**src/rtl/uart_aux_pkg.sv**
```systemverilog
package uart_aux_pkg;

  // ==========================================================
  // Timing
  localparam int CLK_HZ = 20_000_000;
  localparam int MAX_BAUD = 3_000_000;
  localparam int DIV_W = 16;
  // Smallest divisor that keeps the line at or below the top rate, rounded up
  localparam logic [DIV_W-1:0] MIN_DIV = DIV_W'((CLK_HZ + MAX_BAUD - 1) / MAX_BAUD);
  localparam int LAMP_HOLD_MS = 50;
  localparam int LAMP_HOLD_CYC = (CLK_HZ / 1000) * LAMP_HOLD_MS;

  // ==========================================================
  // Character format
  localparam int DATA_BITS = 8;
  localparam logic [2:0] LAST_BIT = 3'(DATA_BITS - 1);
  localparam int NUM_PINS = 5;

  // ==========================================================
  // Functions a configurable pin can carry
  typedef enum logic [2:0] {
    FN_SEND_LAMP,
    FN_RECV_LAMP,
    FN_ANY_LAMP,
    FN_LINE_DRV,
    FN_POWER_EN,
    FN_SLEEP_IND,
    FN_CLK_OUT
  } pin_func_e;

  // ==========================================================
  // Factory configuration
  localparam pin_func_e PIN0_RST = FN_SEND_LAMP;
  localparam pin_func_e PIN1_RST = FN_RECV_LAMP;
  localparam pin_func_e PIN2_RST = FN_LINE_DRV;
  localparam pin_func_e PIN3_RST = FN_POWER_EN;
  localparam pin_func_e PIN4_RST = FN_SLEEP_IND;
  localparam logic OSC_EXT_RST = 1'b0;

  typedef enum logic [2:0] {
    TX_IDLE,
    TX_LEAD,
    TX_START,
    TX_DATA,
    TX_STOP
  } tx_state_e;

endpackage

```
**src/rtl/uart_aux_line_control.sv**
```systemverilog
`timescale 1ns/1ns

module uart_aux_line_control #(
  parameter int LAMP_HOLD = uart_aux_pkg::LAMP_HOLD_CYC
) (
  input wire logic i_clk,
  input wire logic i_srst,
  input wire logic i_tx_valid,
  input wire logic [7:0] i_tx_data,
  input wire logic [uart_aux_pkg::DIV_W-1:0] i_baud_div,
  input wire logic i_rx_room,
  input wire logic i_rxd,
  input wire logic i_cts_n,
  input wire logic i_ring_wake_input_n,
  input wire logic i_enumerated,
  input wire logic i_suspend,
  input wire logic i_ref_int,
  input wire logic i_ref_ext,
  input wire logic i_cfg_load,
  input wire logic i_cfg_osc_ext,
  input wire uart_aux_pkg::pin_func_e i_cfg_func_zero,
  input wire uart_aux_pkg::pin_func_e i_cfg_func_one,
  input wire uart_aux_pkg::pin_func_e i_cfg_func_two,
  input wire uart_aux_pkg::pin_func_e i_cfg_func_three,
  input wire uart_aux_pkg::pin_func_e i_cfg_func_four,
  output logic o_tx_ready,
  output logic o_txd,
  output logic o_rts_n,
  output logic o_remote_wakeup,
  output logic o_config_io_pin_zero,
  output logic o_config_io_pin_zero_oe,
  output logic o_config_io_pin_one,
  output logic o_config_io_pin_one_oe,
  output logic o_config_io_pin_two,
  output logic o_config_io_pin_two_oe,
  output logic o_config_io_pin_three,
  output logic o_config_io_pin_three_oe,
  output logic o_config_io_pin_four,
  output logic o_config_io_pin_four_oe
);

  localparam int DW = uart_aux_pkg::DIV_W;
  localparam int NP = uart_aux_pkg::NUM_PINS;

  typedef struct packed {
    uart_aux_pkg::tx_state_e st;
    logic [DW-1:0] div;
    logic [DW-1:0] cnt;
    logic [2:0] bit_idx;
    logic [7:0] shreg;
    logic drv_en;
    logic txd;
    logic tx_rdy;
    logic send_evt;
    logic rts_n;
    logic pwr_n;
    logic awake;
    logic wake_req;
    logic wake_done;
    logic clk_out;
    logic osc_ext;
    uart_aux_pkg::pin_func_e [NP-1:0] func;
    logic [NP-1:0] pin_o;
    logic [NP-1:0] pin_oe;
    logic rx_s1;
    logic rx_s2;
    logic rx_s3;
    logic cts_s1;
    logic cts_s2;
    logic ri_s1;
    logic ri_s2;
    logic refi_s1;
    logic refi_s2;
    logic refe_s1;
    logic refe_s2;
  } ctl_s;

  ctl_s q;
  ctl_s d;
  ctl_s rst_val;

  logic send_act;
  logic recv_act;
  logic recv_evt;
  logic [DW-1:0] div_sel;
  uart_aux_pkg::pin_func_e [NP-1:0] func_in;

  assign func_in = '{i_cfg_func_four, i_cfg_func_three, i_cfg_func_two,
                     i_cfg_func_one, i_cfg_func_zero};

  // Start-bit edge seen on the resynchronised receive line
  assign recv_evt = q.rx_s3 && !q.rx_s2;

  // ==========================================================
  // Activity one-shots
  lamp_one_shot #(
    .HOLD(LAMP_HOLD)
  ) u_send_shot (
    .i_clk(i_clk),
    .i_srst(i_srst),
    .i_trig(q.send_evt),
    .o_active(send_act)
  );

  lamp_one_shot #(
    .HOLD(LAMP_HOLD)
  ) u_recv_shot (
    .i_clk(i_clk),
    .i_srst(i_srst),
    .i_trig(recv_evt),
    .o_active(recv_act)
  );

  // ==========================================================
  // Reset value
  always_comb begin
    rst_val = '0;
    rst_val.st = uart_aux_pkg::TX_IDLE;
    rst_val.div = uart_aux_pkg::MIN_DIV;
    rst_val.txd = 1'b1;
    rst_val.rts_n = 1'b1;
    rst_val.pwr_n = 1'b1;
    rst_val.awake = 1'b1;
    rst_val.osc_ext = uart_aux_pkg::OSC_EXT_RST;
    rst_val.func = '{uart_aux_pkg::PIN4_RST, uart_aux_pkg::PIN3_RST,
                     uart_aux_pkg::PIN2_RST, uart_aux_pkg::PIN1_RST,
                     uart_aux_pkg::PIN0_RST};
    rst_val.rx_s1 = 1'b1;
    rst_val.rx_s2 = 1'b1;
    rst_val.rx_s3 = 1'b1;
    rst_val.cts_s1 = 1'b1;
    rst_val.cts_s2 = 1'b1;
    rst_val.ri_s1 = 1'b1;
    rst_val.ri_s2 = 1'b1;
  end

  // Slower divisors pass through; faster ones are clamped to the top rate
  assign div_sel = (i_baud_div < uart_aux_pkg::MIN_DIV) ?
                   uart_aux_pkg::MIN_DIV : i_baud_div;

  // ==========================================================
  // Next state
  always_comb begin
    d = q;
    d.send_evt = 1'b0;
    d.rx_s1 = i_rxd;
    d.rx_s2 = q.rx_s1;
    d.rx_s3 = q.rx_s2;
    d.cts_s1 = i_cts_n;
    d.cts_s2 = q.cts_s1;
    d.ri_s1 = i_ring_wake_input_n;
    d.ri_s2 = q.ri_s1;
    d.refi_s1 = i_ref_int;
    d.refi_s2 = q.refi_s1;
    d.refe_s1 = i_ref_ext;
    d.refe_s2 = q.refe_s1;

    if (i_cfg_load) begin
      d.func = func_in;
      d.osc_ext = i_cfg_osc_ext;
    end

    // Transmit sequencer; the enable is only ever set on leaving idle
    case (q.st)
      uart_aux_pkg::TX_IDLE: begin
        // Recheck the synchronised line so a fresh clear-to-send stop still holds
        if (i_tx_valid && q.tx_rdy && !q.cts_s2) begin
          d.st = uart_aux_pkg::TX_LEAD;
          d.div = div_sel;
          d.cnt = div_sel - DW'(1);
          d.shreg = i_tx_data;
          d.drv_en = 1'b1;
        end
      end
      uart_aux_pkg::TX_LEAD: begin
        if (q.cnt == '0) begin
          d.st = uart_aux_pkg::TX_START;
          d.cnt = q.div - DW'(1);
          d.txd = 1'b0;
          d.send_evt = 1'b1;
        end else begin
          d.cnt = q.cnt - DW'(1);
        end
      end
      uart_aux_pkg::TX_START: begin
        if (q.cnt == '0) begin
          d.st = uart_aux_pkg::TX_DATA;
          d.cnt = q.div - DW'(1);
          d.bit_idx = '0;
          d.txd = q.shreg[0];
          d.shreg = {1'b0, q.shreg[7:1]};
        end else begin
          d.cnt = q.cnt - DW'(1);
        end
      end
      uart_aux_pkg::TX_DATA: begin
        if (q.cnt == '0) begin
          d.cnt = q.div - DW'(1);
          if (q.bit_idx == uart_aux_pkg::LAST_BIT) begin
            d.st = uart_aux_pkg::TX_STOP;
            d.txd = 1'b1;
            d.drv_en = 1'b0;
          end else begin
            d.bit_idx = q.bit_idx + 3'd1;
            d.txd = q.shreg[0];
            d.shreg = {1'b0, q.shreg[7:1]};
          end
        end else begin
          d.cnt = q.cnt - DW'(1);
        end
      end
      uart_aux_pkg::TX_STOP: begin
        if (q.cnt == '0) begin
          d.st = uart_aux_pkg::TX_IDLE;
        end else begin
          d.cnt = q.cnt - DW'(1);
        end
      end
      default: begin
        d.st = uart_aux_pkg::TX_IDLE;
        d.drv_en = 1'b0;
        d.txd = 1'b1;
      end
    endcase

    // New characters wait while the partner holds clear-to-send high
    d.tx_rdy = (d.st == uart_aux_pkg::TX_IDLE) && !q.cts_s2;
    d.rts_n = !i_rx_room;

    d.pwr_n = !(i_enumerated && !i_suspend);
    d.awake = !i_suspend;

    // One wakeup request per suspend, so a held ring line does not repeat it
    if (!i_suspend) begin
      d.wake_req = 1'b0;
      d.wake_done = 1'b0;
    end else begin
      d.wake_req = !q.ri_s2 && !q.wake_done;
      d.wake_done = q.wake_done || d.wake_req;
    end

    d.clk_out = (q.osc_ext ? q.refe_s2 : q.refi_s2) && !i_suspend;

    for (int i = 0; i < NP; i++) begin
      case (q.func[i])
        uart_aux_pkg::FN_SEND_LAMP: begin
          d.pin_o[i] = 1'b0;
          d.pin_oe[i] = send_act;
        end
        uart_aux_pkg::FN_RECV_LAMP: begin
          d.pin_o[i] = 1'b0;
          d.pin_oe[i] = recv_act;
        end
        uart_aux_pkg::FN_ANY_LAMP: begin
          d.pin_o[i] = 1'b0;
          d.pin_oe[i] = send_act || recv_act;
        end
        uart_aux_pkg::FN_LINE_DRV: begin
          // Next-state copy keeps the pin edges in step with o_txd
          d.pin_o[i] = d.drv_en;
          d.pin_oe[i] = 1'b1;
        end
        uart_aux_pkg::FN_POWER_EN: begin
          d.pin_o[i] = q.pwr_n;
          d.pin_oe[i] = 1'b1;
        end
        uart_aux_pkg::FN_SLEEP_IND: begin
          d.pin_o[i] = q.awake;
          d.pin_oe[i] = 1'b1;
        end
        uart_aux_pkg::FN_CLK_OUT: begin
          d.pin_o[i] = q.clk_out;
          d.pin_oe[i] = 1'b1;
        end
        default: begin
          d.pin_o[i] = 1'b0;
          d.pin_oe[i] = 1'b0;
        end
      endcase
    end
  end

  always_ff @(posedge i_clk) begin
    if (i_srst) begin
      q <= rst_val;
    end else begin
      q <= d;
    end
  end

  // ==========================================================
  // Outputs
  assign o_tx_ready = q.tx_rdy;
  assign o_txd = q.txd;
  assign o_rts_n = q.rts_n;
  assign o_remote_wakeup = q.wake_req;
  assign o_config_io_pin_zero = q.pin_o[0];
  assign o_config_io_pin_zero_oe = q.pin_oe[0];
  assign o_config_io_pin_one = q.pin_o[1];
  assign o_config_io_pin_one_oe = q.pin_oe[1];
  assign o_config_io_pin_two = q.pin_o[2];
  assign o_config_io_pin_two_oe = q.pin_oe[2];
  assign o_config_io_pin_three = q.pin_o[3];
  assign o_config_io_pin_three_oe = q.pin_oe[3];
  assign o_config_io_pin_four = q.pin_o[4];
  assign o_config_io_pin_four_oe = q.pin_oe[4];

  // ==========================================================
  // Checks
  lead_then_start_a: assert property (
    @(posedge i_clk) disable iff (i_srst)
    (q.st == uart_aux_pkg::TX_LEAD && q.cnt == '0)
    |=> q.st == uart_aux_pkg::TX_START && !q.txd && q.drv_en)
    else $error("start bit did not follow the enable lead");

  lead_idle_line_a: assert property (
    @(posedge i_clk) disable iff (i_srst)
    q.st == uart_aux_pkg::TX_LEAD |-> q.drv_en && q.txd && q.cnt < q.div)
    else $error("lead period shows wrong line state");

  stop_release_a: assert property (
    @(posedge i_clk) disable iff (i_srst)
    q.st == uart_aux_pkg::TX_STOP |-> !q.drv_en && q.txd)
    else $error("driver enable held into stop bit");

  enable_only_tx_a: assert property (
    @(posedge i_clk) disable iff (i_srst)
    q.drv_en |-> q.st inside {uart_aux_pkg::TX_LEAD, uart_aux_pkg::TX_START,
                              uart_aux_pkg::TX_DATA})
    else $error("driver enable high outside a character");

  rate_ceiling_a: assert property (
    @(posedge i_clk) disable iff (i_srst) q.div >= uart_aux_pkg::MIN_DIV)
    else $error("bit period below top-rate limit");

  cts_blocks_a: assert property (
    @(posedge i_clk) disable iff (i_srst)
    (q.cts_s2 && q.st == uart_aux_pkg::TX_IDLE) |=> q.st == uart_aux_pkg::TX_IDLE)
    else $error("character started while clear-to-send was high");

  power_suspend_a: assert property (
    @(posedge i_clk) disable iff (i_srst) i_suspend |=> q.pwr_n && !q.awake)
    else $error("power enable or suspend indicator wrong in suspend");

  power_enum_a: assert property (
    @(posedge i_clk) disable iff (i_srst)
    (i_enumerated && !i_suspend) |=> !q.pwr_n && q.awake)
    else $error("power enable not low after enumeration");

  ring_wakeup_a: assert property (
    @(posedge i_clk) disable iff (i_srst)
    (i_suspend && !q.ri_s2 && !q.wake_done) |=> q.wake_req ##1 !q.wake_req)
    else $error("ring input did not give one wakeup pulse");

  clock_stops_a: assert property (
    @(posedge i_clk) disable iff (i_srst) i_suspend |=> !q.clk_out)
    else $error("clock output ran in suspend");

endmodule

```
**src/rtl/lamp_one_shot.sv**
```systemverilog
`timescale 1ns/1ns

module lamp_one_shot #(
  parameter int HOLD = 16
) (
  input wire logic i_clk,
  input wire logic i_srst,
  input wire logic i_trig,
  output logic o_active
);

  localparam int CW = $clog2(HOLD + 1);

  typedef struct packed {
    logic [CW-1:0] cnt;
    logic active;
  } shot_s;

  shot_s q;
  shot_s d;

  // ==========================================================
  // Retriggerable stretch
  always_comb begin
    d = q;
    if (i_trig) begin
      d.cnt = CW'(HOLD);
      d.active = 1'b1;
    end else if (q.cnt > CW'(1)) begin
      d.cnt = q.cnt - CW'(1);
    end else begin
      d.cnt = '0;
      d.active = 1'b0;
    end
  end

  always_ff @(posedge i_clk) begin
    if (i_srst) begin
      q <= '0;
    end else begin
      q <= d;
    end
  end

  assign o_active = q.active;

  trig_lights_a: assert property (
    @(posedge i_clk) disable iff (i_srst) i_trig |=> o_active && q.cnt == CW'(HOLD))
    else $error("lamp one-shot did not start on a transfer event");

  hold_expires_a: assert property (
    @(posedge i_clk) disable iff (i_srst) (q.cnt == CW'(1) && !i_trig) |=> !o_active)
    else $error("lamp one-shot did not end after its hold time");

endmodule

```
**config.mk**
```make
export PLATFORM = sky130hd
export DESIGN_NAME = uart_aux_line_control
export DESIGN_NICKNAME = d
export VERILOG_FILES = /design/src/rtl/uart_aux_pkg.sv /design/src/rtl/uart_aux_line_control.sv /design/src/rtl/lamp_one_shot.sv
export SDC_FILE = /design/constraint.sdc
export NUM_CORES = 1
export LEC_CHECK = 0
export BUFFER_PORTS_ARGS = -buffer_cell sky130_fd_sc_hd__buf_4
export CAP_MARGIN = 20
export CELL_PAD_IN_SITES_DETAIL_PLACEMENT = 0
export CELL_PAD_IN_SITES_GLOBAL_PLACEMENT = 2
export CORE_MARGIN = 3
export CORE_UTILIZATION = 37
export CTS_BUF_LIST = sky130_fd_sc_hd__clkbuf_8
export DETAILED_ROUTE_END_ITERATION = 16
export PLACE_DENSITY_LB_ADDON = 0.1
export SKIP_CTS_REPAIR_TIMING = 1
export SKIP_LAST_GASP = 1
export SLEW_MARGIN = 10
export SYNTH_ARGS = -nofsm -noshare
export SYNTH_HDL_FRONTEND = slang
export SYNTH_SLANG_ARGS = --single-unit
```
**constraint.sdc**
```tcl
create_clock -name i_clk -period 3.3 [get_ports i_clk]
set_input_delay 0.495 -clock i_clk [delete_from_list [all_inputs] [get_ports i_clk]]
set_output_delay 0.495 -clock i_clk [all_outputs]
set_load 0.02 [all_outputs]
```
======== Word-level counts from Yosys, hierarchy flattened ========
Index checks and enable logic that the tools add are counted.
word-level totals
  input bits .............................. 52
  register bits after elaboration ......... 135
cells by class
  reduce and logical (&&, ||, !) cells .... 44
  bitwise operators ....................... 5
  $add $sub $neg .......................... 6
  equal/unequal tests ..................... 43
  mux-type cells .......................... 41
  magnitude comparators ................... 3
operator list
  operator                                                                           number
  3-bit == test (second input constant)                                              17
  16-bit two-way mux                                                                 3
  16-bit one-hot mux with 3 select lines                                             1
  16-bit by 1-bit subtractor with 16-bit output (second input constant)              3
  1-bit one-hot mux with 4 select lines                                              11
  21-bit two-way mux                                                                 2
  20-bit by 1-bit greater-than comparator with 1-bit output (second input constant)  2
  20-bit two-way mux                                                                 2
  20-bit by 1-bit subtractor with 20-bit output (second input constant)              2
  3-bit by 2-bit == test with 1-bit output (second input constant)                   12
  35-bit two-way mux                                                                 1
  8-bit one-hot mux with 3 select lines                                              1
  11-bit two-way mux                                                                 2
  3-bit logical NOT                                                                  7
  4-bit OR reduction                                                                 5
  3-bit by 1-bit == test with 1-bit output (second input constant)                   6
  16-bit logical NOT                                                                 1
  16-bit by 3-bit less-than comparator with 1-bit output (second input constant)     1
  2-bit != test (second input constant)                                              8
  3-bit two-way mux                                                                  5
  3-bit one-hot mux with 5 select lines                                              1
  13-bit two-way mux                                                                 1
  3-bit OR reduction                                                                 4
  9-bit two-way mux                                                                  1
  15 further kinds                                                                   43

======== Logic depth before layout (Yosys ltp) ========
  word-level depth ........................ 7
  gate-level depth with buffers ........... 11
  depth with buffers taken out ............ 10

======== Modules after synthesis ========
A second synthesis with hierarchy kept.
second synthesis, totals
  cell total of the unflattened synthesis .. 818
  area, all modules ....................... 6785.3 um^2
modules (own cells, without submodules)
  module                 area each (um^2)  instances  cells each  seq. area each (um^2)
  uart_aux_line_control  4798.4            1          588         1861.8
  lamp_one_shot          993.5             2          115         420.4

======== Least setup slack after synthesis ========
No wires, ideal clock.
  kind .................................... input -> register
  from .................................... in i_baud_div[12] in the netlist's numbering
  to ...................................... reg q[68] in the netlist's numbering
  path slack .............................. 438 ps
  setup time .............................. 132 ps
  stages on the path ...................... 11
  path buffers ............................ 1
  arrival time ............................ 2730 ps
  data required time ...................... 3168 ps
  cell sequence ........................... or4_1 -> nor3_1 -> clkbuf_1 -> a21oi_1 -> ha_1 -> nand2b_1 -> or3_1 -> nor4_1 -> xor2_1 -> a211oi_1 -> nor3_1
between the ends
  cells in the longest elaborated chain, start to end .. 5
RTL lines
  what                                                    line                          RTL
  start: declaration                                      uart_aux_line_control.sv:10   input wire logic [uart_aux_pkg::DIV_W-1:0] i_baud_div,
  16-bit by 3-bit less-than comparator with 1-bit output  uart_aux_line_control.sv:138  assign div_sel = (i_baud_div < uart_aux_pkg::MIN_DIV) ?
  16-bit two-way mux                                      uart_aux_line_control.sv:138
  16-bit by 1-bit subtractor with 16-bit output           uart_aux_line_control.sv:170  d.cnt = div_sel - DW'(1);
  35-bit two-way mux                                      uart_aux_line_control.sv:167  if (i_tx_valid && q.tx_rdy && !q.cts_s2) begin
  16-bit one-hot mux with 3 select lines                  uart_aux_line_control.sv:164  case (q.st)
  end signal: assignment                                  uart_aux_line_control.sv:285  q <= rst_val;
  end: declaration                                        uart_aux_line_control.sv:78   ctl_s q;
Every way passes these cells. The select of a mux whose other input is x is not followed.
A chain may end at the register's enable or synchronous reset.

======== Final worst setup path ========
Ends and elaborated chain as after synthesis.

==> impl_summary.txt <==
----------------------------------------------------
[Global route]
  GR Overflow Total ... 0
  Total global-route track usage ... 0.1827
  Vias in the first global route ... 5604
  Pin count of the biggest net entering global routing ... between 70 and 80
  Antenna violations before repair ... 0
  First-pass GRT wire length ... 29360 um

[Setup path]
  Element type at the critical path start ... primary input
  CP Class ... in2reg
  Critical-path cell list ... buf_4 -> or4_1 -> nor3_1 -> a21oi_1 -> ha_1 -> nand2b_1 -> or3_1 -> nor4_1 -> xor2_1 -> a211oi_1 -> nor3_1
  Bufs and invs on worst path ... 1
  R2R depth ... 8
  Worst path slowest cell ... or4_1
  Highest cell delay on the worst timing path ... 0.53 ns
  Cell type with the highest occurrence count on the critical path ... nor3_1
  Logic depth of the worst path, buffers included ... 11
  Crit path max-delay family ... simple AND/OR/NAND/NOR gates
  Reg2Reg Launch Point ... q[58]
  Worst EP arrival ... approximately 3.0 ns
  Critical path endpoint category ... register
  Crit Path Max Fanout ... 5
  Required time at the endpoint of the critical path ... about 3.6 ns
  Critical Path Start ... i_baud_div[12]

[Final layout]
  Ratio of cells with drive above 1 in the final layout ... 0.1555
  Final Cell Area ... roughly 0.0078 mm2
  Layout overhead on the synthesized area ... 15.16%
  Leading cell type in the layout, fill and taps excluded ... dfxtp_1
  Antenna diode instance count ... 0
  Most used cells in the layout excluding fill and tap cells ... dfxtp_1, nor2_1, nand2_1
  Total Nets Final ... about 900
  Number of cells in the finished layout apart from fillers ... ~1.1k

[STA]
  Maximum operating frequency ... approximately 0.38 GHz
  Post-route minimum period ... around 2.7 ns
  Post-route fraction of the period consumed by the critical path ... 0.8056
  Slew at the pin closest to its max-slew limit ... 0.7172 ns
  Number of setup violations in the final report ... 0
  Worst rel slew slack ... 0.5179
  Unrepaired setup endpoints after global routing ... false
  Worst-case clock skew ... 0.01371 ns
  Total count of hold-check failures in the final report ... 0
  Fin Setup TNS ... 0 ns
  Final Max Slew Viols ... 0
  Hold WS ... 0.2114 ns

[Route]
  Starting DRC count in detailed routing ... between 300 and 400
  Drt first pass iters ... 5
  Drt total wl ... about 18000 um
  Via count ... just under 6k
  DRC viols ... 0
  Number of routed nets with antenna violations ... 0
  Detailed-route vias per instance ... 5.446
  Drt wl/cell ... around 16 um

[Floorplanning]
  Initial Utilization ... 0.3842
  Row cnt ... 48
  Area inside the core boundary ... between 0.015 and 0.02 mm2
  Area of the die ... about 0.02 mm2
  Total I/O pin count ... 66
  Die H ... 141.2 um
  Horizontal die dimension ... roughly 140 um

[Clock network]
  TritonCTS clock tree ... built
  Number of H-tree branching levels ... 4
  Maximum count of clock buffers along a single path ... 2
  Clock input transition at the sequential cells of the worst setup and hold paths ... ~0.08 ns
  Cts bufs inserted ... 17
  Cell chosen for the clock root ... clkbuf_8
  Worst skew pair latency ... between 0.4 and 0.5 ns
  CTS sink cnt ... 135

[Pwr]
  Worst vdd ir ... around 380 uV
  Pwr per Cell Area ... around 600 mW/mm2
  Static leakage ... ~0.0030 uW

[Yosys]
  Post-synthesis sequential element count ... around 140
  Unique cell type count in the Yosys netlist ... 64
  Netlist area before placement ... ~0.0068 mm2
  Dominant register cell in the synthesized netlist ... dfxtp_1
  Post-Synthesis Cells ... a little under 800
  Post-Syn Nets ... 854
  Post-Syn Area per Cell ... approximately 8.5 um2
  Sequential-to-total area share from yosys stat ... 0.3997
  Count of flip-flops with a built-in enable after synthesis ... 0
  Async set or reset register ratio after synthesis ... 0
  Yosys Warn Count ... 0

[Min path]
  Hold path startpoint ... i_enumerated
  Class of the tightest hold or removal check ... in2reg
  Number of instances on the worst hold path ... 2

[Flow run]
  Maximum capacitance violations ... 0

[Place]
  Dpl cells ... roughly 1.1k
  Total placed instance area ... roughly 0.0074 mm2
  Number of port buffers ... 65
  GPL Wtd Cong ... between 0.8 and 0.9
  HPWL after detailed placement ... about 13000 um

[Outcome]
  Result of the run ... complete, no violations

----------------------------------------------------
per-layer routing:
metal,up-vias,routed length (um),track usage
li1,2981,-,-
met1,2829,8913,0.2686
met3,15,775,0.04104
met4,0,167,0.03876
met5,-,0,0
met2,128,8021,0.2739
final timing paths:
check | end | slack (ns)
hold reg to reg | d[8] | 0.41
setup / recovery | q[68] | 0.64
setup reg to reg | q[67] | 0.65
hold / removal | q[41] | 0.21
synthesized netlist by cell type, types with 5 or more instances:
| library cell | count | share of area |
|---|---|---|
| o21ai_0 | 25 | 0.019 |
| xnor2_1 | 29 | 0.038 |
| nor2_1 | 101 | 0.056 |
| a2111oi_0 | 6 | 0.0078 |
| nand4_1 | 6 | 0.0056 |
| nor4_1 | 20 | 0.019 |
| a31oi_1 | 6 | 0.0056 |
| mux2i_1 | 17 | 0.025 |
| nand3_1 | 11 | 0.0081 |
| a211oi_1 | 14 | 0.016 |
| or3_1 | 14 | 0.013 |
| a211o_1 | 9 | 0.012 |
| inv_1 | 13 | 0.0072 |
| a311oi_1 | 6 | 0.0078 |
| nand3b_1 | 19 | 0.021 |
| xor2_1 | 35 | 0.045 |
| buf_6 | 5 | 0.0083 |
| or4_1 | 12 | 0.013 |
| or2_2 | 11 | 0.010 |
| a21o_1 | 9 | 0.010 |
| nor2b_1 | 13 | 0.012 |
| a21oi_1 | 41 | 0.030 |
| clkbuf_1 | 22 | 0.012 |
| nand2_1 | 82 | 0.046 |
| nor3_1 | 43 | 0.032 |
| ha_1 | 9 | 0.017 |
| o31ai_1 | 7 | 0.0078 |
| nand2b_1 | 8 | 0.0074 |
| dfxtp_1 | 135 | 0.40 |
| a221oi_1 | 11 | 0.014 |
power by group:
part           internal, uW  switching [uW]  leakage [uW]
Clock                   597             687      0.000185
Sequential             1860             216       0.00110
Combinational           617             730       0.00172
cell type report:
cell class,count,area (um2)
clock buffer,17,234.0
sequential,135,2703
timing repair buffer,79,593.1
tap,225,281.5
fill,1813,9811
multi-input combinational,609,3795
clock inverter,15,131.4
inverter,13,48.80
cells by family (layout without fill, tap and decap cells):
group / count (synthesis) / in the layout / synth area share
xor gates and xnor gates: 64 / 64 / 0.08290
DFF: 135 / 135 / 0.3997
and+or+nand+nor: 364 / 364 / 0.2791
adders and majority gates: 9 / 9 / 0.01665
AOI/OAI and AO/OA: 155 / 155 / 0.1567
buffers and inverters: 49 / 124 / 0.03978
muxes: 17 / 17 / 0.02517
metrics by stage:
| stage | worst slack, ns | utilization | power [uW] |
|---|---|---|---|
| 6_report | 0.6415 | 0.4425 | 4705 |
| 3_3_place_gp | 0.2671 | 0.4217 | 3438 |
| 5_1_grt | 0.3733 | 0.4425 | 5068 |
| 4_1_cts | 0.6378 | 0.4425 | 4772 |
| 3_5_place_dp | 0.1920 | 0.4217 | 3463 |
| 2_1_floorplan | 0.4380 | - | 3136 |
flip-flops by register name, summed over array words and instances (netlist names), 6 cells and up:
register       count
q                 73
u_recv_shot.q     20
d                  6
u_send_shot.q     20
(Power assumes the default switching activity.)
